<file path="config.mk">
export PLATFORM = sky130hd
export DESIGN_NAME = adsq_top
export DESIGN_NICKNAME = d
export VERILOG_FILES = /design/src/inc/adsq_pkg.sv /design/src/inc/adsq_conv_if.sv /design/src/rtl/adsq_conv_timer.sv /design/src/rtl/adsq_top.sv
export VERILOG_INCLUDE_DIRS = /design/src /design/src/inc
export SDC_FILE = /design/constraint.sdc
export NUM_CORES = 1
export LEC_CHECK = 0
export ABC_CLOCK_PERIOD_IN_PS = 3200
export BUFFER_PORTS_ARGS = -buffer_cell sky130_fd_sc_hd__buf_2
export CORE_ASPECT_RATIO = 0.9
export CORE_MARGIN = 2
export CORE_UTILIZATION = 50
export DETAILED_ROUTE_END_ITERATION = 6
export PLACE_DENSITY = 0.75
export SLEW_MARGIN = 0
export SYNTH_ARGS = -nofsm -noshare
export SYNTH_HDL_FRONTEND = slang
export SYNTH_SLANG_ARGS = --single-unit
</file>
<file path="constraint.sdc">
create_clock -name clk -period 3.2 [get_ports clk]
set_input_delay 0.64 -clock clk [delete_from_list [all_inputs] [get_ports clk]]
set_output_delay 0.64 -clock clk [all_outputs]
set_load 0.005 [all_outputs]
</file>
<file path="src/inc/adsq_consts.svh">
`ifndef ADSQ_CONSTS_SVH
`define ADSQ_CONSTS_SVH

// ========================================
// Register indices on the plain port
`define ADSQ_ADDR_W 3
`define ADSQ_IDX_CTRL_A 3'h0
`define ADSQ_IDX_CTRL_B 3'h1
`define ADSQ_IDX_RES_LOW 3'h2
`define ADSQ_IDX_RES_HIGH 3'h3
`define ADSQ_IDX_IRQ_STAT 3'h4
`define ADSQ_IDX_IRQ_MASK 3'h5

// ========================================
// Reset values
`define ADSQ_CTRL_RST 8'h00
`define ADSQ_RES_RST 8'h00
`define ADSQ_IRQ_RST 8'h00

// ========================================
// Control A fields
`define ADSQ_A_START 7
`define ADSQ_A_BUSY 6
`define ADSQ_A_EN 5
`define ADSQ_A_JUST 4
`define ADSQ_A_CH_HI 3
`define ADSQ_A_CH_LO 0
`define ADSQ_A_WMASK 8'hbf

// ========================================
// Control B fields
`define ADSQ_B_SRC_HI 7
`define ADSQ_B_SRC_LO 5
`define ADSQ_B_REF_HI 4
`define ADSQ_B_REF_LO 3
`define ADSQ_B_DIV_HI 2
`define ADSQ_B_DIV_LO 0

// ========================================
// Field encodings
`define ADSQ_SRC_BANDGAP 3'h1
`define ADSQ_SRC_GND_LO 3'h2
`define ADSQ_SRC_GND_HI 3'h4
`define ADSQ_REF_SUPPLY 2'h1
`define ADSQ_IRQ_DONE 0
`define ADSQ_IRQ_WMASK 8'h01

// ========================================
// Converter geometry
`define ADSQ_NUM_CH 8
`define ADSQ_DIV_W 7
`define ADSQ_CONV_CLKS 16

`endif

</file>
<file path="src/inc/adsq_pkg.sv">
package adsq_pkg;
	typedef enum logic [0:0] {ST_IDLE, ST_CONV} adsq_state_e;
	typedef enum logic [1:0] {SRC_EXT, SRC_BANDGAP, SRC_GROUND} adsq_src_e;
	typedef logic [11:0] adsq_data_t;
	typedef logic [7:0] adsq_byte_t;
endpackage

</file>
<file path="src/inc/adsq_conv_if.sv">
`timescale 1ns/1ps
`default_nettype none
interface adsq_conv_if;
	logic start;
	logic abort;
	logic [2:0] div_sel;
	logic tick;
	logic done;
	logic active;
	modport ctrl(output start, abort, div_sel, input tick, done, active);
	modport core(input start, abort, div_sel, output tick, done, active);
endinterface
`default_nettype wire

</file>
<file path="src/rtl/adsq_conv_timer.sv">
`timescale 1ns/1ps
`default_nettype none
`include "adsq_consts.svh"
module adsq_conv_timer import adsq_pkg::*; #(
	parameter int CONV_CLKS = `ADSQ_CONV_CLKS
) (
	// Clock and reset
	input wire logic clk,
	input wire logic rst,
	// Link to the register side
	adsq_conv_if.core cif
);
	localparam int CNT_W = 8;

	if (CONV_CLKS < 1 || CONV_CLKS > 255) begin : g_bad_len
		$error("CONV_CLKS must lie in 1..255");
	end

	// ========================================
	// Conversion clock divider
	function automatic logic [`ADSQ_DIV_W-1:0] div_mask(input logic [2:0] sel);
		logic [`ADSQ_DIV_W:0] full;
		full = (8'h01 << sel) - 8'h01;
		return full[`ADSQ_DIV_W-1:0];
	endfunction

	logic [`ADSQ_DIV_W-1:0] div_reg;
	logic [`ADSQ_DIV_W-1:0] mask;
	logic tick_now;
	logic tick_reg;

	assign mask = div_mask(cif.div_sel);
	assign tick_now = (div_reg & mask) == mask;

	// Restart the divider on start so the first converter clock has full length
	always_ff @(posedge clk or posedge rst) begin
		if (rst) begin
			div_reg <= '0;
		end else if (cif.start) begin
			div_reg <= '0;
		end else begin
			div_reg <= div_reg + 7'h01;
		end
	end

	always_ff @(posedge clk or posedge rst) begin
		if (rst) begin
			tick_reg <= 1'b0;
		end else begin
			tick_reg <= tick_now && !cif.start;
		end
	end

	// ========================================
	// Conversion length counter
	adsq_state_e state_reg;
	logic [CNT_W-1:0] cnt_reg;
	logic done_reg;

	always_ff @(posedge clk or posedge rst) begin
		if (rst) begin
			state_reg <= ST_IDLE;
			cnt_reg <= '0;
			done_reg <= 1'b0;
		end else begin
			done_reg <= 1'b0;
			case (state_reg)
				ST_IDLE: begin
					if (cif.start) begin
						state_reg <= ST_CONV;
						cnt_reg <= '0;
					end
				end
				ST_CONV: begin
					if (cif.abort) begin
						state_reg <= ST_IDLE;
					end else if (tick_reg) begin
						if (cnt_reg == CNT_W'(CONV_CLKS - 1)) begin
							state_reg <= ST_IDLE;
							done_reg <= 1'b1;
						end else begin
							cnt_reg <= cnt_reg + 8'h01;
						end
					end
				end
				default: state_reg <= ST_IDLE;
			endcase
		end
	end

	assign cif.tick = tick_reg && (state_reg == ST_CONV);
	assign cif.done = done_reg;
	assign cif.active = state_reg == ST_CONV;
endmodule
`default_nettype wire

</file>
<file path="src/rtl/adsq_top.sv">
// Functional notes
// - Each conversion yields a 12-bit unsigned value of the selected input.
// - Result sits in two read-only bytes; two control bytes configure.
// - Justify 0: high=D11..4, low top nibble=D3..0; 1: high nibble D11..8, low D7..0.
// - Result bits carrying no data read as zero.
// - Result bytes hold their contents while the converter is disabled.
// - Conversion starts when start bit is written high then low.
// - Busy flag goes to one once a conversion is started.
// - Busy flag clears when the conversion completes with a new result.
// - Busy flag is read-only; writes to it do nothing.
// - Enable low powers the converter down; enable high makes it work.
// - Channel codes 0..7 route a pin; top bit set selects no pin.
// - Source 000,101-111 external; 001 bandgap; 010-100 ground.
// - Reference code 01 takes supply; 00 and 1x take external pin.
// - Converter clock is system clock divided by 1 to 128 by code.
// - Analog pins lose their digital function and pull-up.
// - Completion sets an interrupt flag; interrupt raised only if enabled.
//
// The implementer's own choices: the placing of the registers and the strobed register port.
`timescale 1ns/1ps
`default_nettype none
`include "adsq_consts.svh"
module adsq_top import adsq_pkg::*; #(
	parameter int CONV_CLKS = `ADSQ_CONV_CLKS,
	parameter int NUM_CH = `ADSQ_NUM_CH
) (
	// Clock and reset
	input wire logic clk,
	input wire logic rst,
	// Register port
	input wire logic [`ADSQ_ADDR_W-1:0] addr,
	input wire logic [7:0] wdata,
	input wire logic wr,
	input wire logic rd,
	output logic [7:0] rdata,
	// Interrupt
	output logic irq,
	// Pin-shared function selection
	input wire logic [NUM_CH-1:0] analog_pin_sel,
	output logic [NUM_CH-1:0] pin_digital_off,
	output logic [NUM_CH-1:0] pin_pullup_off,
	// Analog front end control
	output logic afe_power_on,
	output logic [NUM_CH-1:0] analog_input_pins_sel,
	output logic bandgap_reference_sel,
	output logic ground_sel,
	output logic ref_supply_sel,
	output logic afe_conv_clk,
	output logic afe_sample,
	// Analog front end result
	input wire logic [11:0] afe_data
);
	if (NUM_CH != `ADSQ_NUM_CH) begin : g_bad_ch
		$error("NUM_CH must equal the 3-bit channel code range");
	end

	// ========================================
	// Decoding helpers
	function automatic logic [`ADSQ_NUM_CH-1:0] chan_onehot(input logic [3:0] code);
		logic [`ADSQ_NUM_CH-1:0] v;
		v = '0;
		if (!code[3]) begin
			v[code[2:0]] = 1'b1;
		end
		return v;
	endfunction

	function automatic adsq_src_e src_decode(input logic [2:0] code);
		adsq_src_e s;
		if (code == `ADSQ_SRC_BANDGAP) begin
			s = SRC_BANDGAP;
		end else if (code >= `ADSQ_SRC_GND_LO && code <= `ADSQ_SRC_GND_HI) begin
			s = SRC_GROUND;
		end else begin
			s = SRC_EXT;
		end
		return s;
	endfunction

	function automatic logic sel_hit(input logic [`ADSQ_ADDR_W-1:0] a,
			input logic [`ADSQ_ADDR_W-1:0] idx);
		return a == idx;
	endfunction

	// ========================================
	// Control registers
	adsq_byte_t converter_control_a_reg;
	adsq_byte_t converter_control_b_reg;
	logic conversion_busy_flag_reg;
	logic wr_a;
	logic wr_b;
	logic start_seq;
	logic start_ok;
	logic converter_enable_bit;
	logic result_justify_select;
	logic [3:0] external_channel_select;
	logic [2:0] input_source_select;
	logic [1:0] reference_source_select;
	logic [2:0] conversion_clock_divider;

	assign wr_a = wr && sel_hit(addr, `ADSQ_IDX_CTRL_A);
	assign wr_b = wr && sel_hit(addr, `ADSQ_IDX_CTRL_B);

	assign converter_enable_bit = converter_control_a_reg[`ADSQ_A_EN];
	assign result_justify_select = converter_control_a_reg[`ADSQ_A_JUST];
	assign external_channel_select =
		converter_control_a_reg[`ADSQ_A_CH_HI:`ADSQ_A_CH_LO];
	assign input_source_select =
		converter_control_b_reg[`ADSQ_B_SRC_HI:`ADSQ_B_SRC_LO];
	assign reference_source_select =
		converter_control_b_reg[`ADSQ_B_REF_HI:`ADSQ_B_REF_LO];
	assign conversion_clock_divider =
		converter_control_b_reg[`ADSQ_B_DIV_HI:`ADSQ_B_DIV_LO];

	// A single write of one never starts anything; only the falling write does
	assign start_seq = wr_a && converter_control_a_reg[`ADSQ_A_START]
		&& !wdata[`ADSQ_A_START];
	assign start_ok = start_seq && converter_enable_bit
		&& !conversion_busy_flag_reg;

	// Busy bit position is masked out of the stored write value
	always_ff @(posedge clk or posedge rst) begin
		if (rst) begin
			converter_control_a_reg <= `ADSQ_CTRL_RST;
		end else if (wr_a) begin
			converter_control_a_reg <= wdata & `ADSQ_A_WMASK;
		end
	end

	always_ff @(posedge clk or posedge rst) begin
		if (rst) begin
			converter_control_b_reg <= `ADSQ_CTRL_RST;
		end else if (wr_b) begin
			converter_control_b_reg <= wdata;
		end
	end

	// ========================================
	// Conversion timing
	adsq_conv_if cif();
	logic abort;

	// Dropping enable mid-conversion stops it; no result is written
	assign abort = !converter_enable_bit;
	assign cif.start = start_ok;
	assign cif.abort = abort;
	assign cif.div_sel = conversion_clock_divider;

	adsq_conv_timer #(
		.CONV_CLKS(CONV_CLKS)
	) u_timer (
		.clk(clk),
		.rst(rst),
		.cif(cif)
	);

	always_ff @(posedge clk or posedge rst) begin
		if (rst) begin
			conversion_busy_flag_reg <= 1'b0;
		end else if (start_ok) begin
			conversion_busy_flag_reg <= 1'b1;
		end else if (cif.done || abort) begin
			conversion_busy_flag_reg <= 1'b0;
		end
	end

	// ========================================
	// Result capture
	adsq_data_t data_meta_reg;
	adsq_data_t data_sync_reg;
	adsq_byte_t result_low_byte_reg;
	adsq_byte_t result_high_byte_reg;
	adsq_byte_t result_low_next;
	adsq_byte_t result_high_next;

	// Converter output comes from the analog macro's own timing
	always_ff @(posedge clk or posedge rst) begin
		if (rst) begin
			data_meta_reg <= '0;
			data_sync_reg <= '0;
		end else begin
			data_meta_reg <= afe_data;
			data_sync_reg <= data_meta_reg;
		end
	end

	always_comb begin
		if (result_justify_select) begin
			result_high_next = {4'h0, data_sync_reg[11:8]};
			result_low_next = data_sync_reg[7:0];
		end else begin
			result_high_next = data_sync_reg[11:4];
			result_low_next = {data_sync_reg[3:0], 4'h0};
		end
	end

	// Formatted once at capture, so later justify changes do not disturb held data
	always_ff @(posedge clk or posedge rst) begin
		if (rst) begin
			result_low_byte_reg <= `ADSQ_RES_RST;
			result_high_byte_reg <= `ADSQ_RES_RST;
		end else if (cif.done && converter_enable_bit) begin
			result_low_byte_reg <= result_low_next;
			result_high_byte_reg <= result_high_next;
		end
	end

	// ========================================
	// Interrupt status and mask
	adsq_byte_t irq_stat_reg;
	adsq_byte_t irq_mask_reg;
	logic wr_stat;
	logic wr_mask;

	assign wr_stat = wr && sel_hit(addr, `ADSQ_IDX_IRQ_STAT);
	assign wr_mask = wr && sel_hit(addr, `ADSQ_IDX_IRQ_MASK);

	// A completion in the cycle of a clear still lands
	always_ff @(posedge clk or posedge rst) begin
		if (rst) begin
			irq_stat_reg <= `ADSQ_IRQ_RST;
		end else if (cif.done) begin
			irq_stat_reg[`ADSQ_IRQ_DONE] <= 1'b1;
		end else if (wr_stat) begin
			irq_stat_reg <= irq_stat_reg & ~(wdata & `ADSQ_IRQ_WMASK);
		end
	end

	always_ff @(posedge clk or posedge rst) begin
		if (rst) begin
			irq_mask_reg <= `ADSQ_IRQ_RST;
		end else if (wr_mask) begin
			irq_mask_reg <= wdata & `ADSQ_IRQ_WMASK;
		end
	end

	assign irq = |(irq_stat_reg & irq_mask_reg);

	// ========================================
	// Register read port
	adsq_byte_t rd_value;
	adsq_byte_t rdata_reg;

	always_comb begin
		case (addr)
			`ADSQ_IDX_CTRL_A: begin
				rd_value = converter_control_a_reg;
				rd_value[`ADSQ_A_BUSY] = conversion_busy_flag_reg;
			end
			`ADSQ_IDX_CTRL_B: rd_value = converter_control_b_reg;
			`ADSQ_IDX_RES_LOW: rd_value = result_low_byte_reg;
			`ADSQ_IDX_RES_HIGH: rd_value = result_high_byte_reg;
			`ADSQ_IDX_IRQ_STAT: rd_value = irq_stat_reg;
			`ADSQ_IDX_IRQ_MASK: rd_value = irq_mask_reg;
			default: rd_value = 8'h00;
		endcase
	end

	// Data stand only in the cycle after the strobe, zero otherwise
	always_ff @(posedge clk or posedge rst) begin
		if (rst) begin
			rdata_reg <= 8'h00;
		end else if (rd) begin
			rdata_reg <= rd_value;
		end else begin
			rdata_reg <= 8'h00;
		end
	end

	assign rdata = rdata_reg;

	// ========================================
	// Analog routing
	adsq_src_e src;
	logic [NUM_CH-1:0] chan_sel_next;
	logic [NUM_CH-1:0] chan_sel_reg;
	logic bandgap_reg;
	logic ground_reg;
	logic ref_supply_reg;
	logic power_reg;
	logic conv_clk_reg;
	logic sample_reg;

	assign src = src_decode(input_source_select);
	// Pins route only for an external source; bandgap and ground force every pin select off
	assign chan_sel_next = (src == SRC_EXT) ?
		chan_onehot(external_channel_select) : '0;

	// Everything is switched off while disabled to keep the macro unpowered
	always_ff @(posedge clk or posedge rst) begin
		if (rst) begin
			power_reg <= 1'b0;
			chan_sel_reg <= '0;
			bandgap_reg <= 1'b0;
			ground_reg <= 1'b0;
			ref_supply_reg <= 1'b0;
		end else begin
			power_reg <= converter_enable_bit;
			chan_sel_reg <= converter_enable_bit ? chan_sel_next : '0;
			bandgap_reg <= converter_enable_bit && (src == SRC_BANDGAP);
			ground_reg <= converter_enable_bit && (src == SRC_GROUND);
			ref_supply_reg <= converter_enable_bit
				&& (reference_source_select == `ADSQ_REF_SUPPLY);
		end
	end

	always_ff @(posedge clk or posedge rst) begin
		if (rst) begin
			conv_clk_reg <= 1'b0;
			sample_reg <= 1'b0;
		end else begin
			conv_clk_reg <= cif.tick;
			sample_reg <= cif.active;
		end
	end

	assign afe_power_on = power_reg;
	assign analog_input_pins_sel = chan_sel_reg;
	assign bandgap_reference_sel = bandgap_reg;
	assign ground_sel = ground_reg;
	assign ref_supply_sel = ref_supply_reg;
	assign afe_conv_clk = conv_clk_reg;
	assign afe_sample = sample_reg;

	// ========================================
	// Pin function override
	logic [NUM_CH-1:0] dig_off_reg;
	logic [NUM_CH-1:0] pu_off_reg;

	for (genvar i = 0; i < NUM_CH; i++) begin : g_pin
		always_ff @(posedge clk or posedge rst) begin
			if (rst) begin
				dig_off_reg[i] <= 1'b0;
				pu_off_reg[i] <= 1'b0;
			end else begin
				dig_off_reg[i] <= analog_pin_sel[i];
				pu_off_reg[i] <= analog_pin_sel[i];
			end
		end
	end

	assign pin_digital_off = dig_off_reg;
	assign pin_pullup_off = pu_off_reg;
endmodule
`default_nettype wire

</file>
==> qor.csv, run 1 <==
metric,value,unit
Boundary Pins,74,
Hold Path Class,flop to flop,
Cell Int Power,2.03,mW
Worst EP required,3440,ps
Area Growth Syn to Fin,14.0,%
critical-path cell list,or3_1 > ha_1 > or2_2 > a21oi_1 > a2111oi_0 > a2111oi_0,
Critical Path Max Stage Delay,510,ps
total CTS buffers,9,
pre-CTS WS,761,ps
Final setup violation count,0,
final worst slack,980,ps
Switching Power,0.794,mW
Routed wire per std cell,14.7,µm
post-route total power,2.83,mW
largest area contributor in the netlist,dfrtp_1,
remaining global-route overflow,0,
Initial Util,52.2,%
Post-CTS Setup Inserts,0,
"Hold Vio Cnt, Final",0,
register share of total power,57.6,%
"Avg Cell Area, Syn",11.6,µm²
Final #Nets,466,
Tcrit/Tclk final,69.4,%
Max Root-Sink Buffers,2,
Sw Ratio,28.1,%
post-synth cell types,47,
port bufs,73,
Clock Root Buffer,clkbuf_8,
cell mode on critical path,a2111oi_0,
fillcell total,680,
DR vias,2806,
RSZ-0062 raised after global routing,no,
CP Max Fanout,12,
"flops & latches, synth",106,
status,"complete, no violations",
top-count cell post-synth,dfrtp_1,
CTS clock-pin slew for the worst setup and hold paths,100,ps
diode count,0,
fin crit period,2220,ps
row cnt,31,
synth warn,0,
register area share after synthesis,62.3,%
H-tree depth,3,
net count after synthesis,404,
CP Launch Point,converter_control_b_reg[2],
Die ar.,9270,µm²
Core Footprint,8150,µm²
vias in the first global route,2651,
post-synthesis async set-or-reset flop share,100,%
Slew Limit Fails,0,
Post-synth EDFFs,0,
endpoint class of the critical path,flop,
initial antenna violation count,0,
pwr dens,583,nW/µm²
Yosys top cell area share,62.3,%
first-pass GRT wire length,12.9,mm
CP arrival,2460,ps
total global-route track usage,18.2,%
Max-Slew Margin vs Limit,45.7,%
TritonRoute pass-1 iters,5,
Setup TNS Final,0,ps
achievable frequency,0.451,GHz
final WL,7.81,mm
Die Height,91.5,µm
CTS tree,yes,
Post-Syn Instances,366,
"CP delay by family, top",simple AND/OR/NAND/NOR gates,
die width,101,µm
gpl congestion,0.933,
Worst Tran Pin Value,807,ps
Post-synth top cells,"dfrtp_1, nand2_1, mux2i_1",
leakage,2.36,nW
CTS Hold Bufs,0,
DR vias/cell,5.27,
sequential cell area,2650,µm²
CP bufs+invs,0,
share of cells above drive strength 1,25.4,%
drt drc,0,
Worst Setup Path Type,flop to flop,
synthesized cell area,4260,µm²
CTS sink cnt,106,
initial DRC count,196,
crit path launch type,flop,
antenna-violating nets left,0,
Final Skew,7.02,ps
maximum vdd drop,330,µV
max-cap check violation count,0,
Critical R2R Launch,converter_control_b_reg[2],
Comb pwr share,12.8,%
post-cts sizing count,0,
ys flop type,dfrtp_1,
worst skew pair latency,370,ps
DP HPWL,5.36,mm
hold_sp,data_meta_reg[11],
pin count of the biggest net entering global routing,107,
ranking of synthesized cells by area,"dfrtp_1, mux2i_1, nand2_1",
footprint of the multi-input gates,1480,µm²
clock share of power,29.5,%
Crit-path slowest cell,dfrtp_1,
==> layout make-up <==
class	instances	share of cell area, %
inverters	2	0.232
repair buffers	74	7.95
multi-input cells	235	30.4
well taps	99	2.55
flip-flops and latches	106	54.7
clock inverters	6	1.52
clock buffers	10	2.63
==> power groups by stage <==
stage	clock network, mW	logic [mW]	registers, mW
floorplan	0	0.304	1.58
global placement	0	0.349	1.64
detailed placement	0	0.365	1.65
CTS	0.858	0.367	1.62
global route	0.915	0.409	1.65
finish	0.835	0.363	1.63
==> metrics by stage <==
stage	hold slack [ps]	instance area (µm²)	util, %	std cells
after global routing	334	4850	59.5	532
after CTS	350	4850	59.5	532
after detailed placement	335	4650	57.1	516
final	356	4850	59.5	532
after floorplan	331	4260	-	366
after global placement	332	4650	57.1	516
==> worst register-to-register path, stage by stage, from the launching register on <==
cell	delay [ps]
dfrtp_1	510
or3_1	410
ha_1	280
or2_2	310
a21oi_1	150
a2111oi_0	100
a2111oi_0	320
==> final timing paths <==
check	slack, ps	depth (start not counted)	to
setup / recovery	980	6	u_timer.tick_reg
max in group asynchronous	2390	3	u_timer.div_reg[2]
setup reg to reg	980	6	u_timer.tick_reg
hold reg to reg	360	0	data_sync_reg[11]
hold / removal	360	0	data_sync_reg[11]
min in group asynchronous	410	3	analog_input_pins_sel[3]
==> metal layers <==
layer,global-route usage (%),wire [µm],vias to the layer above,part of all wire (%)
met5,0,0,-,0
met3,6.00,370,11,4.7
met1,24.3,3600,1356,46
met2,28.2,3710,74,47
met4,5.97,135,0,1.7
li1,-,-,1365,-
==> placed cells by master (no fill, tap or decap), types with 3 or more instances in the layout <==
cell / n
o21ai_0: 13
xnor2_1: 6
clkinvlp_4: 3
clkbuf_8: 9
mux2_2: 10
or3_1: 4
and3_1: 3
nand3_1: 10
dfrtp_1: 106
a21oi_1: 7
nand2b_1: 6
o22ai_1: 10
ha_1: 3
and2_1: 11
buf_2: 73
nor2_2: 3
nor2_1: 24
nor3_1: 3
nor2b_1: 4
mux2i_1: 25
nand3b_1: 6
nand2_1: 60
==> cell families (layout without fill, tap and decap cells) <==
family	Yosys count	in the layout	synth area share (%)
AO/OA/AOI/OAI	42	42	6.09
XOR/XNOR	8	8	1.65
adder cells (fa/ha/maj)	3	3	0.882
buffers and inverters	25	92	3.00
flip-flops	106	106	62.3
multiplexers	36	36	8.88
AND/OR/NAND/NOR	146	146	17.2
Note: power is estimated with default switching activity, not from simulation.
==> run 2, diff against run 1 <==
- ABC_CLOCK_PERIOD_IN_PS: 3200 -> 2280
- CORE_UTILIZATION: 50 -> 52
- clock period: 3.2 -> 2.28 ns (I/O delays scaled with it)
==> qor.csv, run 2 (synthesis results as in run 1) <==
metric,value,unit,change
DR vias/cell,5.41,,was 5.27
Final Skew,14.8,ps,was 7.02 ps
CTS sink cnt,106,,unchanged
Area Growth Syn to Fin,15.0,%,was 14.0%
Final Core Density,61.2,%,was 59.5%
Switching Power,1.17,mW,was 0.794 mW
H-tree depth,3,,unchanged
Final setup violation count,0,,unchanged
Routed wire per std cell,15.1,µm,was 14.7 µm
status,"complete, no violations",,unchanged
maximum vdd drop,373,µV,was 330 µV
DP HPWL,5.73,mm,was 5.36 mm
post-route total power,3.94,mW,was 2.83 mW
CP Max Fanout,11,,was 12
R2R depth,6,,unchanged
"commonest cells after routing, fill and taps aside","dfrtp_1, buf_2, nand2_1, mux2i_1, nor2_1",,unchanged
Sw Ratio,29.6,%,was 28.1%
Worst EP required,2540,ps,was 3440 ps
Setup TNS Final,0,ps,unchanged
"commonest non-fill, non-tap cell in the layout",dfrtp_1,,unchanged
Boundary Pins,74,,unchanged
Clock Root Buffer,clkbuf_8,,unchanged
antenna-violating nets left,0,,unchanged
Worst Tran Pin Value,694,ps,was 807 ps
leakage,2.39,nW,was 2.36 nW
die width,99.4,µm,was 101 µm
Tcrit/Tclk final,92.2,%,was 69.4%
drt drc,0,,unchanged
Die Height,89.8,µm,was 91.5 µm
final WL,8.14,mm,was 7.81 mm
CTS clock-pin slew for the worst setup and hold paths,110,ps,was 100 ps
Post-CTS Setup Inserts,0,,unchanged
Max Root-Sink Buffers,2,,unchanged
initial DRC count,119,,was 196
port bufs,73,,unchanged
"Hold Vio Cnt, Final",0,,unchanged
RSZ-0062 raised after global routing,no,,unchanged
row cnt,31,,unchanged
CTS tree,yes,,unchanged
DR vias,2911,,was 2806
Max-Slew Margin vs Limit,53.6,%,was 45.7%
TritonRoute pass-1 iters,5,,unchanged
Comb pwr share,14.0,%,was 12.8%
CTS Hold Bufs,0,,unchanged
Cell Int Power,2.77,mW,was 2.03 mW
total global-route track usage,18.7,%,was 18.2%
Fin Hold WS,155,ps,was 356 ps
pin count of the biggest net entering global routing,72,,was 107
initial antenna violation count,0,,unchanged
fin cells,538,,was 532
CP arrival,2360,ps,was 2460 ps
post-cts sizing count,0,,unchanged
total CTS buffers,9,,unchanged
clock share of power,28.2,%,was 29.5%
max-cap check violation count,0,,unchanged
remaining global-route overflow,0,,unchanged
share of cells above drive strength 1,27.1,%,was 25.4%
gpl congestion,0.800,,was 0.933
DP Cell Count,522,,was 516
crit path launch type,flop,,unchanged
worst skew pair latency,380,ps,was 370 ps
pwr dens,805,nW/µm²,was 583 nW/µm²
Slew Limit Fails,0,,unchanged
first-pass GRT wire length,13.0,mm,was 12.9 mm
Final #Nets,472,,was 466
Post-DP Area,4690,µm²,was 4650 µm²
vias in the first global route,2796,,was 2651
final instance area,4890,µm²,was 4850 µm²
final worst slack,177,ps,was 980 ps
Die ar.,8920,µm²,was 9270 µm²
fin crit period,2100,ps,was 2220 ps
Worst Setup Path Type,flop to flop,,unchanged
fillcell total,675,,was 680
register share of total power,57.8,%,was 57.6%
pre-CTS WS,141,ps,was 761 ps
diode count,0,,unchanged
Core Footprint,7990,µm²,was 8150 µm²
Initial Util,53.3,%,was 52.2%
achievable frequency,0.476,GHz,was 0.451 GHz
endpoint class of the critical path,flop,,unchanged
Hold Path Class,input port to asynchronous set/reset pin,,was flop to flop
-- run 2: power by group through the flow --
stage / clock network (mW) / logic, mW / registers [mW]
2_1_floorplan: 0 / 0.427 / 2.22
3_3_place_gp: 0 / 0.520 / 2.30
3_5_place_dp: 0 / 0.547 / 2.31
4_1_cts: 1.14 / 0.550 / 2.27
5_1_grt: 1.21 / 0.614 / 2.31
6_report: 1.11 / 0.550 / 2.28
-- run 2: final timing paths --
path | slack (ps) | end | startpoint
min reg2reg | 360 | data_sync_reg[4] | data_meta_reg[4]
min in group clk | 170 | data_meta_reg[9] | afe_data[9]
max | 180 | u_timer.tick_reg | converter_control_b_reg[1]
max in group asynchronous | 1750 | rdata[6] | rst
min | 150 | bandgap_reference_sel | rst
max reg2reg | 180 | u_timer.tick_reg | converter_control_b_reg[1]
-- run 2: final cells by class --
| type | instances | area (µm²) | area share, % |
|---|---|---|---|
| Inverter | 2 | 11.3 | 0.230 |
| Timing Repair Buffer | 80 | 430 | 8.80 |
| Multi-Input combinational cell | 235 | 1480 | 30.2 |
| Clock inverter | 7 | 71.3 | 1.46 |
| Clock buffer | 9 | 124 | 2.53 |
| Tap cell | 99 | 124 | 2.53 |
| Sequential cell | 106 | 2650 | 54.2 |
-- run 2: critical path: stages (launching register included) --
cell and delay [ps]:
dfrtp_2 480, or3_1 380, ha_2 240, or2_2 300, a21oi_1 140, a2111oi_0 80, a2111oi_1 360
-- run 2: routing by layer --
metal  track usage [%]  vias up  routed length [µm]  part of all wire [%]
met3              5.83       23                 507                   6.2
met5                 0        -                   0                     0
li1                  -     1370                   -                     -
met1              23.1     1424                3490                    43
met2              29.9       94                3910                    48
met4              9.02        0                 228                   2.8
==> run 3, diff against run 2 <==
- ABC_CLOCK_PERIOD_IN_PS: 2280 -> 2600
- clock period: 2.28 -> 2.6 ns (I/O delays scaled with it)
==> qor.csv, run 3 (synthesis results as in run 1) <==
metric,value,unit,change
row cnt,31,,unchanged
DR vias/cell,5.31,,was 5.41
total CTS buffers,9,,unchanged
CP bufs+invs,0,,unchanged
CP Max Fanout,12,,was 11
register share of total power,58.5,%,was 57.8%
"CP delay by family, top",simple AND/OR/NAND/NOR gates,,unchanged
cell mode on critical path,a2111oi_0,,
remaining global-route overflow,0,,unchanged
RSZ-0062 raised after global routing,no,,unchanged
pwr dens,705,nW/µm²,was 805 nW/µm²
achievable frequency,0.445,GHz,was 0.476 GHz
total global-route track usage,18.3,%,was 18.7%
CTS Hold Bufs,0,,unchanged
CTS clock-pin slew for the worst setup and hold paths,100,ps,was 110 ps
Critical Path Max Stage Delay,510,ps,was 480 ps
Worst EP required,2820,ps,was 2540 ps
Post-CTS Setup Inserts,0,,unchanged
max-cap check violation count,0,,unchanged
Boundary Pins,74,,unchanged
Area Growth Syn to Fin,14.1,%,was 15.0%
leakage,2.37,nW,was 2.39 nW
worst skew pair latency,360,ps,was 380 ps
DP HPWL,5.49,mm,was 5.73 mm
CTS sink cnt,106,,unchanged
Final Core Density,60.8,%,was 61.2%
fin crit period,2250,ps,was 2100 ps
Routed wire per std cell,14.5,µm,was 15.1 µm
first-pass GRT wire length,12.8,mm,was 13.0 mm
share of cells above drive strength 1,26.1,%,was 27.1%
Max-Slew Margin vs Limit,47.6,%,was 53.6%
antenna-violating nets left,0,,unchanged
DP Cell Count,519,,was 522
DR vias,2841,,was 2911
Switching Power,0.986,mW,was 1.17 mW
Core Footprint,7990,µm²,unchanged
die width,99.4,µm,unchanged
CTS tree,yes,,unchanged
"commonest cells after routing, fill and taps aside","dfrtp_1, buf_2, nand2_1, mux2i_1, nor2_1",,unchanged
Sw Ratio,28.8,%,was 29.6%
Final #Nets,469,,was 472
Crit-path slowest cell,dfrtp_1,,was dfrtp_2
endpoint class of the critical path,flop,,unchanged
Slew Limit Fails,0,,unchanged
CP arrival,2470,ps,was 2360 ps
status,"complete, no violations",,unchanged
critical-path cell list,or3_1 > ha_1 > or2_2 > a21oi_1 > a2111oi_0 > a2111oi_0,,was or3_1 > ha_2 > or2_2 > a21oi_1 > a2111oi_0 > a2111oi_1
TritonRoute pass-1 iters,4,,was 5
crit path launch type,flop,,unchanged
Setup TNS Final,0,ps,unchanged
port bufs,73,,unchanged
maximum vdd drop,349,µV,was 373 µV
drt drc,0,,unchanged
Comb pwr share,13.0,%,was 14.0%
H-tree depth,3,,unchanged
Initial Util,53.3,%,unchanged
final instance area,4860,µm²,was 4890 µm²
Worst Tran Pin Value,785,ps,was 694 ps
Worst Setup Path Type,flop to flop,,unchanged
Die ar.,8920,µm²,unchanged
Post-DP Area,4660,µm²,was 4690 µm²
Clock Root Buffer,clkbuf_8,,unchanged
clock share of power,28.5,%,was 28.2%
fin cells,535,,was 538
vias in the first global route,2689,,was 2796
post-cts sizing count,0,,unchanged
final WL,7.77,mm,was 8.14 mm
Hold Path Class,input port to flop,,was input port to asynchronous set/reset pin
Max Root-Sink Buffers,2,,unchanged
diode count,0,,unchanged
gpl congestion,0.826,,was 0.800
Final Skew,7.41,ps,was 14.8 ps
Final setup violation count,0,,unchanged
Cell Int Power,2.44,mW,was 2.77 mW
Tcrit/Tclk final,86.5,%,was 92.2%
"Hold Vio Cnt, Final",0,,unchanged
pin count of the biggest net entering global routing,65,,was 72
Die Height,89.8,µm,unchanged
"commonest non-fill, non-tap cell in the layout",dfrtp_1,,unchanged
initial antenna violation count,0,,unchanged
initial DRC count,117,,was 119
-- run 3: final cells by class --
cell class | count | area, µm²
Sequential cell | 106 | 2650
Tap cell | 99 | 124
Fill cell | 656 | 3130
Clock buffer | 10 | 138
Clock inverter | 6 | 61.3
Inverter | 2 | 11.3
Multi-Input combinational cell | 235 | 1480
Timing Repair Buffer | 77 | 395
-- run 3: routing by layer --
metal | GRT usage [%] | routed length [µm] | part of all wire (%) | up-vias
met3 | 6.07 | 475 | 6.1 | 10
met4 | 6.39 | 153 | 2.0 | 0
met1 | 24.7 | 3460 | 45 | 1379
met5 | 0 | 0 | 0 | -
met2 | 28.0 | 3680 | 47 | 87
li1 | - | - | - | 1365
-- run 3: worst paths after layout --
check | start | end | slack (ps) | cells after the start
max | converter_control_b_reg[2] | u_timer.tick_reg | 350 | 6
min | afe_data[3] | data_meta_reg[3] | 250 | 1
max reg2reg | converter_control_b_reg[2] | u_timer.tick_reg | 350 | 6
min reg2reg | data_meta_reg[7] | data_sync_reg[7] | 360 | 0
max in group asynchronous | rst | result_low_byte_reg[5] | 1680 | 3
min in group asynchronous | rst | pin_pullup_off[0] | 290 | 3
-- run 3: power by group through the flow --
stage | logic [mW] | registers, mW | clock network [mW]
after CTS | 0.454 | 2.00 | 1.01
after detailed placement | 0.451 | 2.04 | 0
after global routing | 0.503 | 2.03 | 1.08
after floorplan | 0.374 | 1.95 | 0
after global placement | 0.433 | 2.03 | 0
final | 0.446 | 2.00 | 0.975
-- run 3: worst register-to-register path, stage by stage, from the launching register on --
cell and delay, ps:
dfrtp_1 510, or3_1 420, ha_1 280, or2_2 310, a21oi_1 140, a2111oi_0 90
a2111oi_0 360
-- run 3: through the flow --
stage	hold slack, ps	setup slack [ps]	power, mW
6_report	255	351	3.43
5_1_grt	220	151	3.62
4_1_cts	235	306	3.46
3_5_place_dp	336	331	2.49
3_3_place_gp	331	506	2.46
2_1_floorplan	331	581	2.32
